===== src/srr_map.svh =====
// Register offsets, field positions, reset values and divider corrections
`ifndef SRR_MAP_SVH
`define SRR_MAP_SVH
`define SRR_ADDR_RATIO3 8'h06
`define SRR_ADDR_RATIO2 8'h07
`define SRR_ADDR_RATIO1 8'h08
`define SRR_ADDR_RATIO0 8'h09
`define SRR_ADDR_OUTCTL 8'h16
`define SRR_ADDR_RATCFG 8'h17
`define SRR_ADDR_STATUS 8'h18
`define SRR_OUTCTL_MAIN_TRI 0
`define SRR_OUTCTL_SEC_TRI 1
`define SRR_OUTCTL_SRC_LO 2
`define SRR_OUTCTL_STYLE 4
`define SRR_OUTCTL_PASS 5
`define SRR_RATCFG_SCALE_LO 0
`define SRR_RATCFG_DIV_LO 3
`define SRR_RATIO_RESET 32'h0000_0000
`define SRR_OUTCTL_RESET 8'h00
`define SRR_RATCFG_RESET 8'h00
`define SRR_DIV_SHIFT_00 2'h0
`define SRR_DIV_SHIFT_01 2'h1
`define SRR_DIV_SHIFT_10 2'h2
`define SRR_DIV_SHIFT_11 2'h0
`define SRR_SYNC_STAGES 2
`endif


===== src/srr_pkg.sv =====
// Types shared by the ratio and output routing block
package srr_pkg;
   typedef enum logic [1:0]
   {
      SRR_SRC_REF = 2'h0,
      SRR_SRC_OFF = 2'h1,
      SRR_SRC_SYNTH = 2'h2,
      SRR_SRC_LOCK = 2'h3
   } srr_src_t;
   typedef enum logic [2:0]
   {
      SRR_X1, SRR_X2, SRR_X4, SRR_X8, SRR_D2, SRR_D4, SRR_D8, SRR_D16
   } srr_scale_t;
endpackage : srr_pkg


===== src/srr_sync.sv =====
// Two flip-flop synchroniser for pin inputs
module srr_sync
#(
   parameter int WIDTH = 1
)
(
   input wire logic clk_sys, // System clock
   input wire logic reset, // Synchronous reset, active high
   input wire logic [WIDTH-1:0] async, // Asynchronous inputs
   output logic [WIDTH-1:0] sync // Synchronised outputs
);
   logic [WIDTH-1:0] stage1;
   logic [WIDTH-1:0] next_stage1;
   logic [WIDTH-1:0] next_sync;

   initial
   begin
      if (WIDTH < 1) $error("srr_sync: WIDTH must be at least 1");
   end

   // Stage one feeds stage two and nothing else
   always_comb
   begin
      next_stage1 = async;
      next_sync = stage1;
   end

   always_ff @(posedge clk_sys)
   begin
      if (reset)
      begin
         stage1 <= '0;
         sync <= '0;
      end
      else
      begin
         stage1 <= next_stage1;
         sync <= next_sync;
      end
   end
endmodule : srr_sync


===== src/srr_core.sv =====
// Ratio datapath and output gating of the clock synthesizer, glitch-free except secondary moves to or from the lock source
module srr_core
   import srr_pkg::*;
#(
   parameter int RATIO_W = 32, // 12.20 ratio width
   parameter int FRAC_W = 34 // Fractional-N word incl. divider correction
)
(
   input wire logic clk_sys, // System clock, 200 MHz
   input wire logic reset, // Synchronous reset, active high
   input wire logic regWrite, // Register write strobe, one cycle
   input wire logic [7:0] regAddr, // Register byte address
   input wire logic [7:0] regWriteData, // Register write data
   output logic [7:0] regReadData, // Registered read data for regAddr
   input wire logic synthClock, // Synthesizer output clock pin
   input wire logic referenceClock, // Reference clock pin
   input wire logic pllLock, // PLL lock status pin
   output logic [FRAC_W-1:0] fracN, // Fractional-N value to synthesizer
   output logic fracUpdate, // Pulse when fracN inputs were written
   output logic mainOut, // Main synthesized clock pin level
   output logic mainOutEnable_n, // Main pin enable, low drives
   output logic secOut, // Secondary pin level
   output logic secOutEnable_n // Secondary pin enable, low drives
);
`include "srr_map.svh"

   initial
   begin
      if (RATIO_W != 32) $error("srr_core: RATIO_W must be 32");
      if (FRAC_W != RATIO_W + 2) $error("srr_core: FRAC_W must be RATIO_W+2");
   end

   ////////////////////////////////////////////////////////////////////////////
   // Pin synchronisers
   logic [2:0] pinSync;
   logic synthS;
   logic refS;
   logic lockS;
   srr_sync #(.WIDTH(3)) uSync
   (
      .clk_sys(clk_sys),
      .reset(reset),
      .async({pllLock, referenceClock, synthClock}),
      .sync(pinSync)
   );
   assign synthS = pinSync[0];
   assign refS = pinSync[1];
   assign lockS = pinSync[2];

   ////////////////////////////////////////////////////////////////////////////
   // State
   logic [RATIO_W-1:0] userRatio, next_userRatio;
   logic [7:0] outCtl, next_outCtl;
   logic [7:0] ratCfg, next_ratCfg;
   logic ratioValid, next_ratioValid;
   logic unlockHold, next_unlockHold;
   logic [RATIO_W-1:0] effRatio, next_effRatio;
   logic [FRAC_W-1:0] next_fracN;
   logic next_fracUpdate;
   logic [7:0] next_regReadData;
   logic mainRun, next_mainRun;
   logic next_mainOut, next_mainOutEnable_n;
   srr_src_t secSel, next_secSel;
   logic secRun, next_secRun;
   logic next_secOut, next_secOutEnable_n;
   logic lockView;
   logic fracWrite;
   logic [1:0] divShift;
   srr_scale_t scaleSel;
   srr_src_t wantSrc;
   logic wantSecRun;
   logic wantMainRun;
   logic srcLevel;

   assign scaleSel = srr_scale_t'(ratCfg[`SRR_RATCFG_SCALE_LO +: 3]);
   assign wantSrc = srr_src_t'(outCtl[`SRR_OUTCTL_SRC_LO +: 2]);
   assign lockView = lockS & ~unlockHold;
   assign fracWrite = regWrite & ((regAddr >= `SRR_ADDR_RATIO3 && regAddr <= `SRR_ADDR_RATIO0)
      || regAddr == `SRR_ADDR_RATCFG);

   ////////////////////////////////////////////////////////////////////////////
   // Register file and ratio datapath
   always_comb
   begin
      next_userRatio = userRatio;
      next_outCtl = outCtl;
      next_ratCfg = ratCfg;
      next_ratioValid = ratioValid;
      if (regWrite)
      begin
         // Byte 06 holds the integer MSBs, byte 09 the fraction LSBs
         case (regAddr)
            `SRR_ADDR_RATIO3: next_userRatio[31:24] = regWriteData;
            `SRR_ADDR_RATIO2: next_userRatio[23:16] = regWriteData;
            `SRR_ADDR_RATIO1: next_userRatio[15:8] = regWriteData;
            `SRR_ADDR_RATIO0:
            begin
               next_userRatio[7:0] = regWriteData;
               next_ratioValid = 1'b1;
            end
            `SRR_ADDR_OUTCTL: next_outCtl = regWriteData;
            `SRR_ADDR_RATCFG: next_ratCfg = regWriteData;
            default: next_ratioValid = ratioValid;
         endcase
      end
      // Shifts only; overflowed or shifted-out bits are dropped
      case (scaleSel)
         SRR_X1: next_effRatio = userRatio;
         SRR_X2: next_effRatio = userRatio << 1;
         SRR_X4: next_effRatio = userRatio << 2;
         SRR_X8: next_effRatio = userRatio << 3;
         SRR_D2: next_effRatio = userRatio >> 1;
         SRR_D4: next_effRatio = userRatio >> 2;
         SRR_D8: next_effRatio = userRatio >> 3;
         SRR_D16: next_effRatio = userRatio >> 4;
         default: next_effRatio = userRatio;
      endcase
      case (ratCfg[`SRR_RATCFG_DIV_LO +: 2])
         2'h0: divShift = `SRR_DIV_SHIFT_00;
         2'h1: divShift = `SRR_DIV_SHIFT_01;
         2'h2: divShift = `SRR_DIV_SHIFT_10;
         default: divShift = `SRR_DIV_SHIFT_11;
      endcase
      // Divider correction keeps the user ratio a plain out/in figure
      next_fracN = {2'h0, effRatio} << divShift;
      next_fracUpdate = fracWrite;
      // A new N throws the loop out of lock; hold it unlocked until the PLL agrees
      if (fracWrite)
         next_unlockHold = 1'b1;
      else if (!lockS)
         next_unlockHold = 1'b0;
      else
         next_unlockHold = unlockHold;
      case (regAddr)
         `SRR_ADDR_RATIO3: next_regReadData = userRatio[31:24];
         `SRR_ADDR_RATIO2: next_regReadData = userRatio[23:16];
         `SRR_ADDR_RATIO1: next_regReadData = userRatio[15:8];
         `SRR_ADDR_RATIO0: next_regReadData = userRatio[7:0];
         `SRR_ADDR_OUTCTL: next_regReadData = outCtl;
         `SRR_ADDR_RATCFG: next_regReadData = ratCfg;
         `SRR_ADDR_STATUS: next_regReadData = {5'h0, unlockHold, ratioValid, lockView};
         default: next_regReadData = 8'h00;
      endcase
   end

   ////////////////////////////////////////////////////////////////////////////
   // Output gating; settings are applied only while output and source are low, except secondary moves to or from the lock source
   always_comb
   begin
      wantMainRun = ratioValid & ~outCtl[`SRR_OUTCTL_MAIN_TRI]
         & (lockView | outCtl[`SRR_OUTCTL_PASS]);
      next_mainRun = mainRun;
      next_mainOutEnable_n = mainOutEnable_n;
      if (!mainOut && !synthS)
      begin
         next_mainRun = wantMainRun;
         next_mainOutEnable_n = outCtl[`SRR_OUTCTL_MAIN_TRI];
      end
      next_mainOut = next_mainRun & synthS;
      wantSecRun = ratioValid & ~outCtl[`SRR_OUTCTL_SEC_TRI];
      next_secSel = secSel;
      next_secRun = secRun;
      next_secOutEnable_n = secOutEnable_n;
      case (wantSrc)
         SRR_SRC_REF: srcLevel = refS;
         SRR_SRC_SYNTH: srcLevel = synthS;
         default: srcLevel = 1'b0;
      endcase
      // Lock moves may cut a period short; clock moves wait for low levels
      if (wantSrc == SRR_SRC_LOCK || secSel == SRR_SRC_LOCK
         || (!secOut && !srcLevel))
      begin
         next_secSel = wantSrc;
         next_secRun = wantSecRun;
         next_secOutEnable_n = outCtl[`SRR_OUTCTL_SEC_TRI];
      end
      case (next_secSel)
         SRR_SRC_REF: next_secOut = next_secRun & refS;
         SRR_SRC_SYNTH: next_secOut = next_secRun & synthS;
         SRR_SRC_LOCK:
         begin
            // Style 0: push-pull, high when locked; style 1: open drain, low on unlock
            if (outCtl[`SRR_OUTCTL_STYLE])
            begin
               next_secOut = 1'b0;
               next_secOutEnable_n = outCtl[`SRR_OUTCTL_SEC_TRI] | lockView;
            end
            else
               next_secOut = next_secRun & lockView;
         end
         default: next_secOut = 1'b0;
      endcase
   end

   ////////////////////////////////////////////////////////////////////////////
   // Registers
   always_ff @(posedge clk_sys)
   begin
      if (reset)
      begin
         userRatio <= `SRR_RATIO_RESET;
         outCtl <= `SRR_OUTCTL_RESET;
         ratCfg <= `SRR_RATCFG_RESET;
         ratioValid <= 1'b0;
         unlockHold <= 1'b1;
         effRatio <= '0;
         fracN <= '0;
         fracUpdate <= 1'b0;
         regReadData <= 8'h00;
         mainRun <= 1'b0;
         mainOut <= 1'b0;
         mainOutEnable_n <= 1'b0;
         secSel <= SRR_SRC_REF;
         secRun <= 1'b0;
         secOut <= 1'b0;
         secOutEnable_n <= 1'b0;
      end
      else
      begin
         userRatio <= next_userRatio;
         outCtl <= next_outCtl;
         ratCfg <= next_ratCfg;
         ratioValid <= next_ratioValid;
         unlockHold <= next_unlockHold;
         effRatio <= next_effRatio;
         fracN <= next_fracN;
         fracUpdate <= next_fracUpdate;
         regReadData <= next_regReadData;
         mainRun <= next_mainRun;
         mainOut <= next_mainOut;
         mainOutEnable_n <= next_mainOutEnable_n;
         secSel <= next_secSel;
         secRun <= next_secRun;
         secOut <= next_secOut;
         secOutEnable_n <= next_secOutEnable_n;
      end
   end
endmodule : srr_core


===== config.mk =====
export PLATFORM = sky130hd
export DESIGN_NAME = srr_core
export DESIGN_NICKNAME = d
export VERILOG_FILES = /design/src/srr_pkg.sv /design/src/srr_sync.sv /design/src/srr_core.sv
export VERILOG_INCLUDE_DIRS = /design/src
export SDC_FILE = /design/constraint.sdc
export NUM_CORES = 1
export LEC_CHECK = 0
export ABC_AREA = 1
export BUFFER_PORTS_ARGS = -buffer_cell sky130_fd_sc_hd__buf_2
export CORE_ASPECT_RATIO = 1.25
export CORE_MARGIN = 1.5
export CORE_UTILIZATION = 60
export CTS_CLUSTER_DIAMETER = 150
export DETAILED_ROUTE_END_ITERATION = 10
export PLACE_DENSITY = 0.79
export SLEW_MARGIN = 20
export SYNTH_ARGS = -nofsm -noshare
export SYNTH_HDL_FRONTEND = slang
export SYNTH_SLANG_ARGS = --single-unit

===== constraint.sdc =====
create_clock -name clk_sys -period 2.1 [get_ports clk_sys]
set_input_delay 0.21 -clock clk_sys [delete_from_list [all_inputs] [get_ports clk_sys]]
set_output_delay 0.21 -clock clk_sys [all_outputs]
set_load 0.1 [all_outputs]

# Word level (Yosys, flattened, before mapping)
# Index checks and enable logic that the tools add are counted.
[totals]
regBits = 139
latch_bits = 0
ram_bits = 0
mem_bits_ro = 0
in_bits = 22
out_inout_bits = 47
elab_cells = 91
memories = 0
[classes]
addsub = 0
mul = 0
div = 0
n_lt_le_gt_ge = 2
eq_ne = 21
shifts = 1
muxes = 12
bitwise = 14
reduce_logical = 20
[op_table]
columns = ["operator", "n"]
rows = [
  ["$pmux 32 s8", 1],
  ["$pmux 8 s7", 1],
  ["$shl 32x2->34", 1],
  ["$eq 8x5->1 const B", 3],
  ["$eq 8x3->1 const B", 2],
  ["$eq 8x4->1 const B", 2],
  ["$eq 2x2->1 const B", 6],
  ["$eq 3x3->1 const B", 4],
  ["$reduce_and 2->1", 6],
  ["$and 1x1->1", 9],
  ["$ge 8x3->1 const B", 1],
  ["$le 8x4->1 const B", 1],
  ["$eq 3x2->1 const B", 2],
  ["$mux 1", 6],
  ["$logic_not 1->1", 4],
  ["$logic_not 2->1", 2],
  ["$pmux 2 s2", 1],
  ["$eq 3x1->1 const B", 1],
  ["$logic_and 1x1->1", 3],
  ["$logic_not 3->1", 1],
  ["$logic_or 1x1->1", 3],
  ["$not 1->1", 3],
  ["$pmux 1 s3", 1],
  ["$eq 2x1->1 const B", 1],
  ["other kinds (4)", 5],
]

# Longest topological paths before layout
[depth]
depth_word = 9
depth_mapped = 9
depth_no_buf = 9

# Hierarchy
# A second synthesis with hierarchy kept.
[unflattened]
hier_cells = 855
area_unflattened_um2 = 6570.1
[modules_own_cells]
columns = ["module", "instances", "cells_each", "area_per_inst_um2", "seq_area_each_um2"]
rows = [
  ["srr_core", 1, 837, 6404.9, 2662.6],
  ["srr_sync", 1, 18, 165.2, 120.1],
]

# Worst setup path after synthesis
# No wires, ideal clock.
[synth_timing]
path_kind = "flip-flop to flip-flop"
start = "register secOut"
end = "register secOut"
setup_ns = 0.064
arrival_ns = 1.598
t_required_ns = 2.036
setup_slack_ns = 0.438
path_stages_with_launch = 9
path_buffers = 0
synth_period_minus_slack_ns = 1.662
cell_sequence = "dfxtp_1 inv_1 nand3_1 nand2_1 inv_1 nor2_1 nor2_1 nand2_1 nor2_1"
[synth_between]
elab_chain_len = 7
elab_cells_between_ends = 13
cone_classes = "eq/ne: 2; mux: 4; bitwise: 3; reduce/logical: 4"
[synth_lines]
columns = ["item", "line_no", "source"]
rows = [
  ["from (decl)", "srr_core.sv:22", "output logic secOut,"],
  ["from (signal assigned)", "srr_core.sv:234", "secOut <= next_secOut;"],
  ["$logic_not 1->1 *", "srr_core.sv:171", "|| (!secOut && !srcLevel))"],
  ["$logic_and 1x1->1 *", "srr_core.sv:171", ""],
  ["$logic_or 1x1->1 *", "srr_core.sv:171", ""],
  ["$mux 1", "srr_core.sv:170", "if (wantSrc == SRR_SRC_LOCK || secSel == SRR_SRC_LOCK"],
  ["$and 1x1->1", "srr_core.sv:189", "next_secOut = next_secRun & lockView;"],
  ["$mux 1", "srr_core.sv:183", "if (outCtl[`SRR_OUTCTL_STYLE])"],
  ["$pmux 1 s3 *", "srr_core.sv:177", "case (next_secSel)"],
]
# Every way passes the cells marked *; elsewhere a longest branch is shown, timed or not.
# A chain may end at the register's enable or synchronous reset.

# Worst setup path after layout
[layout_timing]
start = "register ratCfg[2]"
end = "register effRatio[20]"
[layout_between]
elab_chain_len = 2
elab_cells_between_ends = 9
cone_classes = "eq/ne: 7; mux: 1; reduce/logical: 1"
[layout_lines]
columns = ["item", "line_no", "source"]
rows = [
  ["from (decl)", "srr_core.sv:54", "logic [7:0] ratCfg, next_ratCfg;"],
  ["from (signal assigned)", "srr_core.sv:203", "ratCfg <= `SRR_RATCFG_RESET;"],
  ["from (signal assigned)", "srr_core.sv:222", "ratCfg <= next_ratCfg;"],
  ["$eq 3x3->1, or another cell as far along", "srr_core.sv:107", "case (scaleSel)"],
  ["$pmux 32 s8 *", "srr_core.sv:107", ""],
  ["to (signal assigned)", "srr_core.sv:225", "effRatio <= next_effRatio;"],
  ["to (decl)", "srr_core.sv:57", "logic [RATIO_W-1:0] effRatio, next_effRatio;"],
]
# Marks and branches as above.

==> impl_summary.log <==
INFO  metric grt_start_max_net_pins = 34
INFO  metric worstPathCellList = inv_2 -> nand2_4 -> nor2_8 -> inv_2 -> buf_12 -> o21ai_0 -> a21oi_1
INFO  metric multiInputGateArea = about 3100 um^2
INFO  metric drt_first_pass_iters = 6
INFO  metric timing.fmax = about 560 MHz
INFO  metric ys_dominant_reg_cell = dfxtp_1
INFO  metric maxSlewViolCount = 0
INFO  metric fin_tns_setup = 0 ps
INFO  metric hold_depth = 3
INFO  metric cts_inserted_buffers = 17
INFO  metric clock_tree.buffer_depth = 2
INFO  metric cts_sinks = 139
INFO  metric crit-reg2reg-launch = ratCfg[2]$_SDFFE_PP0P_
INFO  metric dr_total_vias = a little under 7000
INFO  metric place.gp.congestion = ~0.94
INFO  metric grt_first_pass_wirelength = 31600 um
INFO  metric first_global_vias = 6309
INFO  metric ff2ff_path_depth = 7
INFO  metric drive_above_1_share = between 10% and 20%
INFO  metric dpl_wire_length = roughly 14000 um
INFO  metric top_level_ports = just under 70
INFO  metric ys_warn_count = 0
INFO  metric detailedRoute.firstIterationViolations = about 960
INFO  metric unrepaired_setup_endpoints_after_global_routing = false
INFO  metric grt_use_total = 35.8%
INFO  metric clkLatencyLatePin = just over 400 ps
INFO  metric detail-route-antenna-nets = 0
INFO  metric timing.critical_path.mode_cell = inv_2
INFO  metric r2r_slack = just over 300 ps
INFO  metric post_synth_num_cell_types = 35
INFO  metric synth_top_area_share = 42.6%
INFO  metric ctsResizeCount = 0
INFO  metric maxSlewHeadroom = between 60% and 70%
INFO  metric layout.cells.most_common = dfxtp_1
INFO  metric worst-endpoint-arrival = between 2000 and 2500 ps
INFO  metric synth.largest_area_cell = dfxtp_1
INFO  metric layout-area-overhead-vs-synth = 16.7%
INFO  metric clock_tree.htree_level_count = 4
INFO  metric cts.reportedPaths.clkPinSlew = about 60 ps
INFO  metric critical_path.startpoint_type = flip-flop
INFO  metric power.density_cell_area = 814 nW/um^2
INFO  metric ir_drop = around 540 uV
INFO  metric routed_wire_length_per_instance = roughly 19 um
INFO  metric critical_path.max_stage_delay = roughly 410 ps
INFO  metric tritoncts = yes
INFO  metric drcViolationCount = 0
INFO  metric cp_slowest_cell = dfxtp_1
INFO  metric met3WireLength = approximately 1800 um
INFO  metric hold_viol_final = 0
INFO  metric rr_endpoint = effRatio[20]$_SDFF_PP0_
INFO  metric setup_viol = 0
INFO  metric x_dimension_of_the_die = 96.3 um
INFO  metric netlist_top_cells_area = dfxtp_1 (43%), o22ai_1 (10%), o21ai_0 (7.5%)
INFO  metric number_of_flops_mapped_to_enable_cells_by_yosys = 0
INFO  metric final_cell_mix = dfxtp_1 (139), o22ai_1 (105), nor2_1 (99), o21ai_0 (98), a21oi_1 (92)
INFO  metric period_share = between 80 and 90%
INFO  metric place_worst_setup_slack = approximately 410 ps
INFO  metric count_of_state_elements_after_synthesis = roughly 140
INFO  metric antenna-diode-count = 0
INFO  metric syn-num-nets = 879
INFO  metric fin_nets = between 900 and 1000
INFO  metric final_worst_clock_skew = between 9 and 10 ps
INFO  metric placement_rows = 42
INFO  metric min_path_type = input pin to flip-flop
INFO  metric post_synth.cell_area_avg = roughly 7.6 um^2
INFO  metric routed_wl = slightly below 20000 um
INFO  metric timing.hold.worst_endpoint = uSync.next_sync[0]$_SDFF_PP0_
INFO  metric synth-async-reset-ratio = 0%
INFO  metric hold_start = synthClock
INFO  metric path_max_fanout = 32
INFO  metric timing.critical_path.required = around 2400 ps
INFO  metric p_leak = between 2 and 3 nW
INFO  metric worst-slew-pin-transition = about 530 ps
INFO  metric die-height = about 120 um
INFO  metric cts-root-buf = clkbuf_16
INFO  metric synth.cell_area = 6530 um^2
INFO  metric detail_route.vias_per_cell = 6.41
INFO  metric initial_core_util = between 60% and 70%
INFO  metric synth-seq-area-share = 42.6%
INFO  metric timing.final.crit_period = between 1500 and 2000 ps
INFO  metric topRoutingLayerUsed = met4
INFO  metric postSynthCellCount = approximately 860
INFO  metric ff_latch_area = 2780 um^2
INFO  metric design.core.area = 10600 um^2
INFO  metric drt-met1-wl = ~7800 um
INFO  metric antenna_found_initial = 0
INFO  metric fillCellCount = just over 800
INFO  metric io_buffers = 68
INFO  metric drv.max_cap_violation_count = 0
INFO  metric met2RoutedLength = between 9000 and 10000 um
INFO  metric floorplan.die_area = between 10000 and 15000 um^2
INFO  metric critical_path.endpoint_type = flip-flop
INFO  metric outcome = finished, final reports clean
INFO  metric grt_overflow_total = 0
INFO  metric final_critical_path_setup_slack = slightly above 300 ps
INFO  metric critPathKind = flip-flop to flip-flop
## power breakdown
group	switching [mW]	internal [mW]	leakage, nW
clock network	1.20	2.13	0.319
logic	0.149	0.0603	1.39
registers	0.00957	2.65	1.12
total	1.36	4.85	2.83
## how the worst max path moves through the flow
stage / cells past startpoint / start / slack, ps / to
after global routing: 7 / ratCfg[1]$_SDFFE_PP0P_ / 170 / effRatio[25]$_SDFF_PP0_
final: 7 / ratCfg[2]$_SDFFE_PP0P_ / 310 / effRatio[20]$_SDFF_PP0_
after global placement: 7 / regAddr[5] / 450 / ratCfg[0]$_SDFFE_PP0P_
after floorplan: 8 / secOut$_SDFF_PP0_ / 440 / secOut$_SDFF_PP0_
after CTS: 8 / ratCfg[2]$_SDFFE_PP0P_ / 380 / effRatio[17]$_SDFF_PP0_
after detailed placement: 8 / ratCfg[2]$_SDFFE_PP0P_ / 410 / effRatio[17]$_SDFF_PP0_
## cell families after synthesis
family                 count (synthesis)  share of synthesized area [%]
buffers and inverters                142                           9.31
AO/OA/AOI/OAI                        321                           27.5
AND/OR/NAND/NOR                      231                           16.9
flip-flops                           139                           42.6
multiplexers                          24                           3.68
## sequential cells by signal (all words and copies together), names as in the netlist, 3 cells and up
register         cells
fracN               34
ratCfg               8
uSync.next_sync      3
effRatio            32
outCtl               8
regReadData          8
userRatio           32
uSync.sync           3
## what timing repair did
item,CTS,global route
hold endpoints to repair,2,0
setup endpoints to repair,0,0
buffers inserted,0,0
hold buffers,2,0
## metal layers
metal | vias to the layer above | GRT usage [%]
met4 | 0 | 19.5
met1 | 3123 | 44.6
met5 | - | 0
li1 | 3141 | -
met2 | 425 | 57.0
met3 | 77 | 7.29
## area by class of cell
cell class,count,share of cell area [%]
Tap cell,132,2.17
Timing Repair Buffer,88,7.00
Sequential cell,139,36.5
Clock inverter,15,3.10
Inverter,89,4.38
Multi-Input combinational cell,576,41.2
Clock buffer,17,5.58
## Yosys cell counts (3+ instances only)
cell / count
nor2_1: 99
mux2i_1: 24
clkinv_1: 8
a21oi_1: 92
buf_4: 6
nand3_1: 47
inv_2: 7
o21ai_1: 5
nand2_1: 46
nand2_4: 3
buf_2: 30
inv_1: 74
a31oi_1: 5
dfxtp_1: 139
o21ai_0: 98
o221ai_1: 7
nand3_2: 10
nand2_2: 3
clkbuf_1: 14
nor3_1: 11
o211ai_1: 5
o22ai_1: 105
## critical path: cells and delay by family, from the launching register on
kind                   cells  cell delay [ps]
buffers and inverters      3              530
flip-flops                 1              410
AND/OR/NAND/NOR            2              370
AO/OA/AOI/OAI              2              350
## stage by stage
step	util (%)	area (um^2)	cells	hold slack, ps	power, mW
3_5_place_dp	65.4	6940	1022	405	2.92
4_1_cts	71.8	7620	1056	6.73	6.23
2_1_floorplan	-	6530	857	317	2.84
3_3_place_gp	65.4	6940	1022	390	2.92
5_1_grt	71.8	7620	1056	14.4	6.36
6_report	71.8	7620	1056	13.8	6.21
No activity file was read; power rests on OpenSTA's default activity.
